[config.mk]
export PLATFORM = sky130hd
export DESIGN_NAME = civi_intercept
export DESIGN_NICKNAME = d
export VERILOG_FILES = /design/src/hdl/civi_pkg.sv /design/src/hdl/civi_intercept.sv /design/src/hdl/civi_tracker.sv /design/src/hdl/civi_translate.sv
export SDC_FILE = /design/constraint.sdc
export NUM_CORES = 1
export LEC_CHECK = 0
export BUFFER_PORTS_ARGS = -buffer_cell sky130_fd_sc_hd__buf_2
export CAP_MARGIN = 20
export CORE_MARGIN = 2
export CORE_UTILIZATION = 52
export DETAILED_ROUTE_END_ITERATION = 12
export PLACE_DENSITY_LB_ADDON = 0.05
export RECOVER_POWER = 50
export SYNTH_ARGS = -nofsm -noshare
export SYNTH_HDL_FRONTEND = slang
export SYNTH_SLANG_ARGS = --single-unit
[constraint.sdc]
create_clock -name clk_sys_i -period 7.3 [get_ports clk_sys_i]
set_clock_uncertainty 0.2 [all_clocks]
set_input_delay 1.095 -clock clk_sys_i [delete_from_list [all_inputs] [get_ports clk_sys_i]]
set_output_delay 1.095 -clock clk_sys_i [all_outputs]
set_load 0.01 [all_outputs]
[src/hdl/civi_pkg.sv]
// package: constants and carriers for the cpu io/video intercept block
package civi_pkg;
  localparam logic [15:0] CIVI_PORT_VID_SET = 16'h00A0;
  localparam logic [15:0] CIVI_PORT_VID_CLR = 16'h00A1;
  localparam logic [15:0] CIVI_PORT_IO_SET = 16'h00A2;
  localparam logic [15:0] CIVI_PORT_IO_CLR = 16'h00A3;
  localparam logic [15:0] CIVI_PORT_CAUSE = 16'h0062;
  localparam logic [15:0] CIVI_PORT_TRAP_LO = 16'h00A4;
  localparam logic [15:0] CIVI_PORT_TRAP_HI = 16'h00A5;
  localparam logic [15:0] CIVI_PORT_SYS_CTRL = 16'h00A6;
  localparam int CIVI_CAUSE_CHK_BIT = 6;
  localparam int CIVI_CAUSE_FPU_BIT = 7;
  localparam int CIVI_REMAP_EN_BIT = 0;
  localparam logic [3:0] CIVI_VIDEO_PAGE = 4'hB;
  localparam logic [3:0] CIVI_REMAP_FORCE = 4'hF;
  localparam logic [1:0] CIVI_TYPE_NONE = 2'h0;
  localparam logic [1:0] CIVI_TYPE_IN = 2'h1;
  localparam logic [1:0] CIVI_TYPE_OUT = 2'h2;
  localparam logic [1:0] CIVI_TYPE_MEM = 2'h3;
  localparam logic CIVI_ENABLE_RESET = 1'b0;

  typedef struct packed {
    logic [19:0] addr;
    logic io_read_strobe;
    logic io_write_strobe;
    logic memory_read_strobe;
    logic memory_write_strobe;
  } civi_bus_t;

  typedef struct packed {
    logic [13:0] addr;
    logic [1:0] itype;
  } civi_trap_t;
endpackage

[src/hdl/civi_intercept.sv]
// top: io and video intercept, nmi generation, cause port emulation
`timescale 1ns/1ns
// Behaviour
// - write A2h arms io trap, A3h disarms
// - flag unsupported io ports from map
// - nmi on armed io trap and strobe of an unsupported port
// - track instruction type every instruction
// - nmi freezes tracker, latches address/type
// - store address 0..13 plus two-bit type
// - write A0h arms video trap, A1h disarms
// - nmi on armed video page write
// - remap enable via control write, reset clears
// - remap hit on B000h page when enabled
// - drive ram bits 14..18, select source
// - remapped local write forces bits 15..18
// - upper bits stable at column strobe fall
// - nmi on coprocessor fault
// - cause port bit 6 reads zero
// - cause port bit 7 shows coprocessor interrupt
module civi_intercept import civi_pkg::*; #(
  parameter logic [15:0] IO_MAP_MASK = 16'h03FF
) (
  input wire logic clk_sys_i,
  input wire logic rst_b_i,
  input wire civi_bus_t bus_i,
  input wire logic [7:0] io_wdata_i,
  input wire logic port_supported_i,
  input wire logic fpu_int_i,
  input wire logic [4:0] host_upper_i,
  input wire logic host_owns_ram_i,
  output logic nmi_o,
  output logic [7:0] io_rdata_o,
  output logic io_rdata_valid_o,
  output logic unsupported_io_address_o,
  output logic video_remap_hit_o,
  output logic [4:0] ram_upper_address_o
);
  logic fpu_meta_r;
  logic fpu_sync_r;
  logic io_trap_enable_r;
  logic video_trap_enable_r;
  logic video_remap_enable_r;
  civi_trap_t trap_w;
  logic [15:0] port;
  logic io_any;
  logic wr_io;
  logic io_nmi;
  logic vid_nmi;
  logic in_video_page;
  logic [7:0] rdata_nxt;
  logic rsel;

  function automatic logic civi_wr(input civi_bus_t b, input logic [15:0] p);
    civi_wr = b.io_write_strobe && (b.addr[15:0] == p);
  endfunction

  assign port = bus_i.addr[15:0];
  assign io_any = bus_i.io_read_strobe | bus_i.io_write_strobe;
  assign wr_io = bus_i.io_write_strobe;
  assign unsupported_io_address_o = io_any && ((port & ~IO_MAP_MASK) == '0) && !port_supported_i;
  assign io_nmi = io_trap_enable_r && unsupported_io_address_o && io_any;
  assign in_video_page = bus_i.addr[19:16] == CIVI_VIDEO_PAGE;
  assign vid_nmi = video_trap_enable_r && bus_i.memory_write_strobe && in_video_page;
  assign nmi_o = io_nmi | vid_nmi | fpu_sync_r;
  assign video_remap_hit_o = in_video_page && video_remap_enable_r;

  always_ff @(posedge clk_sys_i) begin
    if (!rst_b_i) begin
      fpu_meta_r <= 1'b0;
      fpu_sync_r <= 1'b0;
    end else begin
      fpu_meta_r <= fpu_int_i;
      fpu_sync_r <= fpu_meta_r;
    end
  end

  always_ff @(posedge clk_sys_i) begin
    if (!rst_b_i) begin
      io_trap_enable_r <= CIVI_ENABLE_RESET;
      video_trap_enable_r <= CIVI_ENABLE_RESET;
      video_remap_enable_r <= CIVI_ENABLE_RESET;
    end else begin
      if (civi_wr(bus_i, CIVI_PORT_IO_SET)) begin
        io_trap_enable_r <= 1'b1;
      end else if (civi_wr(bus_i, CIVI_PORT_IO_CLR)) begin
        io_trap_enable_r <= 1'b0;
      end
      if (civi_wr(bus_i, CIVI_PORT_VID_SET)) begin
        video_trap_enable_r <= 1'b1;
      end else if (civi_wr(bus_i, CIVI_PORT_VID_CLR)) begin
        video_trap_enable_r <= 1'b0;
      end
      if (civi_wr(bus_i, CIVI_PORT_SYS_CTRL)) begin
        video_remap_enable_r <= io_wdata_i[CIVI_REMAP_EN_BIT];
      end
    end
  end

  civi_tracker u_tracker (
    .clk_sys_i(clk_sys_i),
    .rst_b_i(rst_b_i),
    .bus_i(bus_i),
    .freeze_i(nmi_o),
    .trap_o(trap_w)
  );

  civi_translate u_translate (
    .clk_sys_i(clk_sys_i),
    .rst_b_i(rst_b_i),
    .cpu_upper_i(bus_i.addr[18:14]),
    .host_upper_i(host_upper_i),
    .host_owns_ram_i(host_owns_ram_i),
    .cpu_ram_write_i(bus_i.memory_write_strobe && !host_owns_ram_i),
    .video_remap_hit_i(video_remap_hit_o),
    .ram_upper_address_o(ram_upper_address_o)
  );

  // read-back mux for cause and trap latches
  always_comb begin
    rdata_nxt = 8'h00;
    rsel = bus_i.io_read_strobe;
    if (port == CIVI_PORT_CAUSE) begin
      rdata_nxt[CIVI_CAUSE_CHK_BIT] = 1'b0;
      rdata_nxt[CIVI_CAUSE_FPU_BIT] = fpu_sync_r;
    end else if (port == CIVI_PORT_TRAP_LO) begin
      rdata_nxt = trap_w.addr[7:0];
    end else if (port == CIVI_PORT_TRAP_HI) begin
      rdata_nxt = {trap_w.itype, trap_w.addr[13:8]};
    end else begin
      rsel = 1'b0;
    end
  end

  always_ff @(posedge clk_sys_i) begin
    if (!rst_b_i) begin
      io_rdata_o <= 8'h00;
      io_rdata_valid_o <= 1'b0;
    end else begin
      io_rdata_o <= rdata_nxt;
      io_rdata_valid_o <= rsel;
    end
  end
endmodule // civi_intercept

[src/hdl/civi_tracker.sv]
// instruction type tracker with freeze and trap latches
`timescale 1ns/1ns
module civi_tracker import civi_pkg::*; (
  input wire logic clk_sys_i,
  input wire logic rst_b_i,
  input wire civi_bus_t bus_i,
  input wire logic freeze_i,
  output civi_trap_t trap_o
);
  typedef enum logic [1:0] {civi_trk_idle, civi_trk_in, civi_trk_out, civi_trk_mem} civi_trk_t;
  civi_trk_t state_r;
  civi_trk_t state_nxt;
  logic frozen_r;
  logic any_cycle;
  assign any_cycle = bus_i.io_read_strobe | bus_i.io_write_strobe | bus_i.memory_read_strobe
                     | bus_i.memory_write_strobe;
  always_comb begin
    state_nxt = state_r;
    if (bus_i.io_read_strobe) begin
      state_nxt = civi_trk_in;
    end else if (bus_i.io_write_strobe) begin
      state_nxt = civi_trk_out;
    end else if (any_cycle) begin
      state_nxt = civi_trk_mem;
    end
  end
  function automatic logic [1:0] civi_code(input civi_trk_t s);
    unique case (s)
      civi_trk_idle: civi_code = CIVI_TYPE_NONE;
      civi_trk_in: civi_code = CIVI_TYPE_IN;
      civi_trk_out: civi_code = CIVI_TYPE_OUT;
      civi_trk_mem: civi_code = CIVI_TYPE_MEM;
    endcase
  endfunction
  always_ff @(posedge clk_sys_i) begin
    if (!rst_b_i) begin
      state_r <= civi_trk_idle;
      frozen_r <= 1'b0;
      trap_o <= '0;
    end else begin
      frozen_r <= freeze_i;
      if (!freeze_i) begin
        state_r <= state_nxt;
      end
      if (freeze_i && !frozen_r) begin
        trap_o <= '{addr: bus_i.addr[13:0], itype: civi_code(state_nxt)};
      end
    end
  end
endmodule // civi_tracker

[src/hdl/civi_translate.sv]
// ram upper address translator with video remap
`timescale 1ns/1ns
module civi_translate import civi_pkg::*; (
  input wire logic clk_sys_i,
  input wire logic rst_b_i,
  input wire logic [4:0] cpu_upper_i,
  input wire logic [4:0] host_upper_i,
  input wire logic host_owns_ram_i,
  input wire logic cpu_ram_write_i,
  input wire logic video_remap_hit_i,
  output logic [4:0] ram_upper_address_o
);
  logic [4:0] local_sel;
  logic [4:0] addr_nxt;
  assign local_sel = (cpu_ram_write_i && video_remap_hit_i) ? {CIVI_REMAP_FORCE, cpu_upper_i[0]} : cpu_upper_i;
  assign addr_nxt = host_owns_ram_i ? host_upper_i : local_sel;
  // registered so bits are stable before column strobe falls
  always_ff @(posedge clk_sys_i) begin
    if (!rst_b_i) begin
      ram_upper_address_o <= '0;
    end else begin
      ram_upper_address_o <= addr_nxt;
    end
  end
endmodule // civi_translate

==> results.toml, run 1 <==
[power_and_ir_drop]
p_int_w = 0.000304
p_total_w = 0.000401
switchingPower_w = 0.0000974
p_comb_share_pct = 10.4
sw_frac_of_total_pct = 24.3
ir_drop_mv = 0.123
p_leak_nw = 0.823
power_frac_clock_pct = 35.7
p_seq_share_pct = 53.9
powerDensity_nw_per_um2 = 202

[final_layout]
fin_nets = 271
multi_input_comb_area_um2 = 822
drive_above_1_share_pct = 23.9
area_growth_syn_to_layout_pct = 20.6
insertedDiodeCount = 0
seq_area_um2 = 761
final.fill_count = 275

[logic_synthesis]
syn_inst = 180
synth_edf_count = 0
mappedNetlistNets = 222
synth_ff_type = "dfxtp_1"
post_synth_num_cell_types = 34
synth_area_um2 = 1650
yosysWarningCount = 0
syn_area_per_cell_um2 = 9.16
synth.yosys.seq_area_share_pct = 46.1
ys_ff_latch = 38
synth-async-reset-ratio_pct = 0

[die]
dieWidth_um = 60.3
core_um2 = 3030
dieArea_um2 = 3640
rows = 20
start_util_pct = 54.5
ioPinCount = 59
fp.dieH_um = 60.3

[critical_path]
crit_path_start_kind = "input port"
r2r_start = "io_trap_enable_r"
critical_path_required_ps = 6000
cp_data_arrival_time_ps = 2220
startpoint = "bus_i[15]"
worst_setup_path_end_kind = "output port"
cp_max_fo = 5
critical_path_class = "input port to output port"

[detailed_routing]
routed_wl_mm = 3.48
ant_nets = 0
drt_iter0_markers = 47
drc = 0
num_vias = 1424
drt-vias-per-instance = 5.20
routedWlPerCell_um = 12.7
firstDrtPassIters = 4

[cts]
cts_hold_buf = 0
cts_tree = "done"
post_cts_buffers = 0
htreeDepth = 2
clock_latency_ps = 350
cts_resized = 0
clkSinkCount = 38
cts_buffers = 5
clock_path_buffers = 2
path_clk_slew_ps = 110
clockRootBuffer = "clkbuf_4"

[timing]
slew-limit-headroom_pct = 1.89
setup_viol = 0
hold_violations = 0
layout_worst_path_cycle_share_pct = 48.2
report.final.slew_viol_count = 0
worst_slew_pin_slew_ps = 1470
tns_ps = 0
fin_crit_ps = 3520
rsz0062_at_grt = "false"
clock.fmax_ghz = 0.284

[global_route]
grtUsageTotal_pct = 20.6
grt.overflow.total = 0
antenna_found_initial = 0
grt_pass1_wl_mm = 5.50
first_global_vias = 1295
grt_max_degree = 39

[outcome]
status = "complete, no violations"

[flow_run]
cap_violations = 0

[hold_path]
holdCritStartpoint = "fpu_meta_r"
hp-class = "register to register"

[placed_design]
place.gp.congestion = 0.779
port_buffers = 51
dp_hpwl_mm = 2.52
==> cell usage in the layout (no fill, tap or decap) <==
cell type / count
a21oi_1: 4
a311oi_1: 2
a31o_2: 1
a31oi_1: 1
a41oi_1: 2
and2_1: 4
and3_1: 3
and4_1: 1
and4b_1: 1
buf_2: 35
buf_8: 1
bufinv_16: 1
clkbuf_1: 16
clkbuf_4: 5
clkinvlp_4: 2
dfxtp_1: 38
inv_1: 5
mux2i_1: 27
nand2_1: 35
nand3_1: 1
nand3b_1: 1
nand4_1: 1
nor2_1: 5
nor2_2: 7
nor2b_1: 4
nor3_1: 9
nor4_1: 6
o211a_1: 1
o21a_1: 2
o21ai_0: 1
o21ba_2: 1
o21bai_1: 1
o31a_1: 1
or2_2: 1
or4_1: 2
or4_4: 1
or4b_1: 1
==> worst max-delay path, stage by stage <==
cell	delay (ps)
buf_2	110
nor4_1	470
nand4_1	300
nand2_1	120
buf_2	130
==> cells in the mapped netlist (2+ instances only) <==
master / n / area (um^2)
a21oi_1: 4 / 20.0
a311oi_1: 2 / 17.5
a41oi_1: 2 / 17.5
and2_1: 4 / 25.0
and3_1: 3 / 18.8
buf_2: 2 / 10.0
clkbuf_1: 7 / 26.3
dfxtp_1: 38 / 761
inv_1: 5 / 18.8
mux2i_1: 27 / 270
nand2_1: 35 / 131
nor2_1: 5 / 18.8
nor2_2: 7 / 43.8
nor2b_1: 4 / 25.0
nor3_1: 9 / 45.0
nor4_1: 6 / 37.5
o21a_1: 2 / 15.0
or4_1: 2 / 15.0
==> final timing paths <==
check / endpoint / cells after the start / slack (ps)
hold reg to reg: fpu_sync_r / 1 / 250
setup / recovery: nmi_o / 5 / 3780
setup reg to reg: u_tracker.trap_o[10] / 4 / 5440
hold / removal: fpu_sync_r / 1 / 250
==> state kept, by name (all words and copies together) (netlist names) <==
name	count
u_tracker.state_r	2
fpu_sync_r	1
io_rdata_o	8
fpu_meta_r	1
u_translate.ram_upper_address_o	5
u_tracker.frozen_r	1
video_trap_enable_r	1
video_remap_enable_r	1
io_trap_enable_r	1
io_rdata_valid_o	1
u_tracker.trap_o	16
==> cell families (layout without fill, tap and decap cells) <==
logic type / count (synthesis) / count (layout) / synth area share (%)
mux: 27 / 27 / 16.4
flops: 38 / 38 / 46.1
compound gates: 17 / 17 / 7.66
buf+inv: 15 / 65 / 4.02
simple gates: 83 / 83 / 25.8
==> through the flow <==
stage                     cell area [um^2]  setup WS [ps]  util [%]  cells  hold WS (ps)
after global placement                1920           3720      63.3    265           218
final                                 1990           3780      65.7    274           251
after detailed placement              1920           3710      63.3    265           229
after CTS                             2000           3730      66.0    273           257
after floorplan                       1650           4100         -    180           212
after global routing                  1990           3610      65.7    274           263
==> layout make-up <==
type / count / area share, %
Multi-Input combinational cell: 127 / 41.3
Sequential cell: 38 / 38.2
Timing Repair Buffer: 52 / 12.6
Tap cell: 44 / 2.77
Clock inverter: 3 / 2.26
Clock buffer: 5 / 1.89
Inverter: 5 / 0.943
==> per-layer routing <==
metal	wire (um)	track usage [%]	vias to the layer above	share of wire, %
met5	0	0	-	0
met4	37	6.67	0	1.1
met3	210	6.49	7	6.0
met2	1600	34.0	43	46
met1	1640	25.5	640	47
li1	-	-	734	-
==> power groups by stage <==
stage,Sequential (W),Clock (W),Combinational (W)
5_1_grt,0.000217,0.000157,0.0000464
3_5_place_dp,0.000221,0,0.0000416
4_1_cts,0.000216,0.000146,0.0000420
3_3_place_gp,0.000221,0,0.0000402
6_report,0.000216,0.000143,0.0000416
2_1_floorplan,0.000221,0,0.0000228
Note: power is estimated with default switching activity, not from simulation.
==> run 2, diff against run 1 <==
Settings changed: ABC_AREA from default to 1, CORE_UTILIZATION 52 to 50.
Clock period 7.3 ns to 3.3 ns, I/O delays scaled along.
==> results.toml, run 2 <==
[outcome]
status = "complete, no violations"

[logic_synthesis]
ys_top_cells_by_count = "nand2_1, dfxtp_1, nor2_1, inv_1, a21oi_1"
mappedNetlistNets = 297
yosysWarningCount = 0
syn_inst = 255
synth.yosys.seq_area_share_pct = 41.2
synth_xor_area_share_pct = 0
synthSimpleGateAreaFrac_pct = 36.6
syn_area_per_cell_um2 = 7.24
synth_top_family_by_area = "simple AND/OR/NAND/NOR gates"
synthTopCellsByArea = "dfxtp_1, nand2_1, nor2_1"
synth_compound_area_share_pct = 10.8
yosysMostFrequentCell = "nand2_1"
synth_edf_count = 0
synth-async-reset-ratio_pct = 0
synth_top_area_share_pct = 41.2
synth_ff_type = "dfxtp_1"
synth_adder_area_share_pct = 0
muxShareOfSynthArea_pct = 0
ys_ff_latch = 38
post_synth_num_cell_types = 26
yosys.area.top_type = "dfxtp_1"
synth_area_um2 = 1850

[critical_path]
crit_path_start_kind = "input port"
critical_path_class = "input port to output port"
rr_worst_depth = 5
cp_data_arrival_time_ps = 1640
cp_max_fo = 34
r2r_start = "u_tracker.frozen_r"
r2r-end = "u_tracker.trap_o[1]"
r2r_setup_slack_ps = 1650
critical_path_required_ps = 2600
worst_setup_path_end_kind = "output port"

[cts]
cts_buffers = 5
clock_path_buffers = 2
clkSinkCount = 38
clock_latency_ps = 290
cts_resized = 0
htreeDepth = 2
clockRootBuffer = "clkbuf_8"
post_cts_buffers = 0
cts_hold_buf = 0
path_clk_slew_ps = 70
cts_tree = "done"

[placed_design]
port_buffers = 51
dp_hpwl_mm = 2.86
dp.cells = 341
place.gp.congestion = 0.770

[global_route]
first_global_vias = 1518
grt.overflow.total = 0
grt_max_degree = 35
globalRouteMet1Util_pct = 29.2
grt_pass1_wl_mm = 6.76
antenna_found_initial = 0
use_met2_pct = 31.4
grtUsageMet3_pct = 3.82
busiest_layer = "met2"
grtUsageTotal_pct = 20.9

[die]
dieArea_um2 = 4190
ioPinCount = 59
start_util_pct = 51.2
rows = 22
core_um2 = 3610
dieWidth_um = 64.8
fp.dieH_um = 64.8

[timing]
report.final.slew_viol_count = 0
tns_ps = 0
rsz0062_at_grt = "false"
slew-limit-headroom_pct = 20.3
worst_slew_pin_slew_ps = 1190
fin_crit_ps = 2330
clock.fmax_ghz = 0.429
layout_worst_path_cycle_share_pct = 70.7
setup_viol = 0
hold_violations = 0

[power_and_ir_drop]
p_leak_nw = 0.965
ir_drop_mv = 0.262
powerDensity_nw_per_um2 = 454

[final_layout]
final_cell_count_no_fill = 349
final.fill_count = 386
drive_above_1_share_pct = 16.9
largest_reg_flops = 16
fin_nets = 342
regMostFlops = "u_tracker.trap_o"
area_growth_syn_to_layout_pct = 16.1
top_regs = "u_tracker.trap_o: 16 flops, io_rdata_o: 8 flops, u_translate.ram_upper_address_o: 5 flops"
layout_commonest_cell = "nand2_1"
insertedDiodeCount = 0
final_cell_mix = "nand2_1, nor2_1, dfxtp_1, buf_2, inv_1"

[detailed_routing]
drt-vias-per-instance = 5.07
num_vias = 1769
ant_nets = 0
routedWlPerCell_um = 11.8
routed_wl_mm = 4.12
drc = 0
firstDrtPassIters = 4
drt_iter0_markers = 118

[flow_run]
cap_violations = 0

[hold_path]
min_path_cells = 3
hold_end = "fpu_meta_r"
hp-class = "input port to register"
holdCritStartpoint = "fpu_int_i"
-- run 2: cell count changes in the layout (fill, tap and decap cells not counted), sizes merged, moves of 7 or more --
cell,delta
nor2,+31
mux2i,-27
a21oi,+26
inv,+24
nand3,+21
nand4,+17
nand2,+7
-- run 2: worst max-delay path: stages --
cell and delay [ps]:
clkbuf_1 90, nor2_1 170, nand2_1 140, nor2_1 130, nand3_2 90, nand2_4 290
buf_2 200
-- run 2: per-stage QoR --
stage          instance area [um^2]  power, W  utilization (%)  hold slack, ps  setup slack (ps)
2_1_floorplan                  1850  0.000561                -             190              1500
3_3_place_gp                   2060  0.000598             57.1             199              1010
3_5_place_dp                   2060  0.000599             57.1             201              1000
4_1_cts                        2170  0.000983             60.1             177              1000
5_1_grt                        2140   0.00101             59.4             211               832
6_report                       2140  0.000973             59.4             181               968
-- run 2: kinds of logic (layout without fill, tap and decap cells) --
| group | Yosys count | count (layout) |
|---|---|---|
| AO/OA/AOI/OAI | 38 | 38 |
| buffers and inverters | 42 | 88 |
| flip-flops | 38 | 38 |
| AND/OR/NAND/NOR | 137 | 137 |
-- run 2: layout make-up --
type / instances / area [um^2] / area share (%)
clock buffer: 7 / 76.3 / 3.56
timing repair buffer: 51 / 235 / 11.0
tap: 48 / 60.1 / 2.80
inverter: 29 / 109 / 5.08
clock inverter: 1 / 30.0 / 1.40
sequential: 38 / 761 / 35.5
multi-input combinational: 175 / 871 / 40.7
-- run 2: how the worst max path moves through the flow --
stage	cells past startpoint	from	end	slack, ps
4_1_cts	7	bus_i[16]	nmi_o	1000
3_5_place_dp	7	bus_i[19]	nmi_o	1000
2_1_floorplan	6	bus_i[16]	nmi_o	1500
6_report	7	bus_i[19]	nmi_o	970
5_1_grt	7	bus_i[19]	nmi_o	830
3_3_place_gp	7	bus_i[16]	nmi_o	1010
-- run 2: per-layer routing --
metal	vias up	part of all wire, %
met5	-	0
met4	0	0.46
met3	2	5.0
met2	37	44
met1	801	51
li1	929	-
-- run 2: where the power goes --
| group | switching [W] | internal (W) | total [W] |
|---|---|---|---|
| Sequential | 0.00000763 | 0.000476 | 0.000484 |
| Clock | 0.000160 | 0.000226 | 0.000386 |
| Combinational | 0.0000643 | 0.0000391 | 0.000103 |
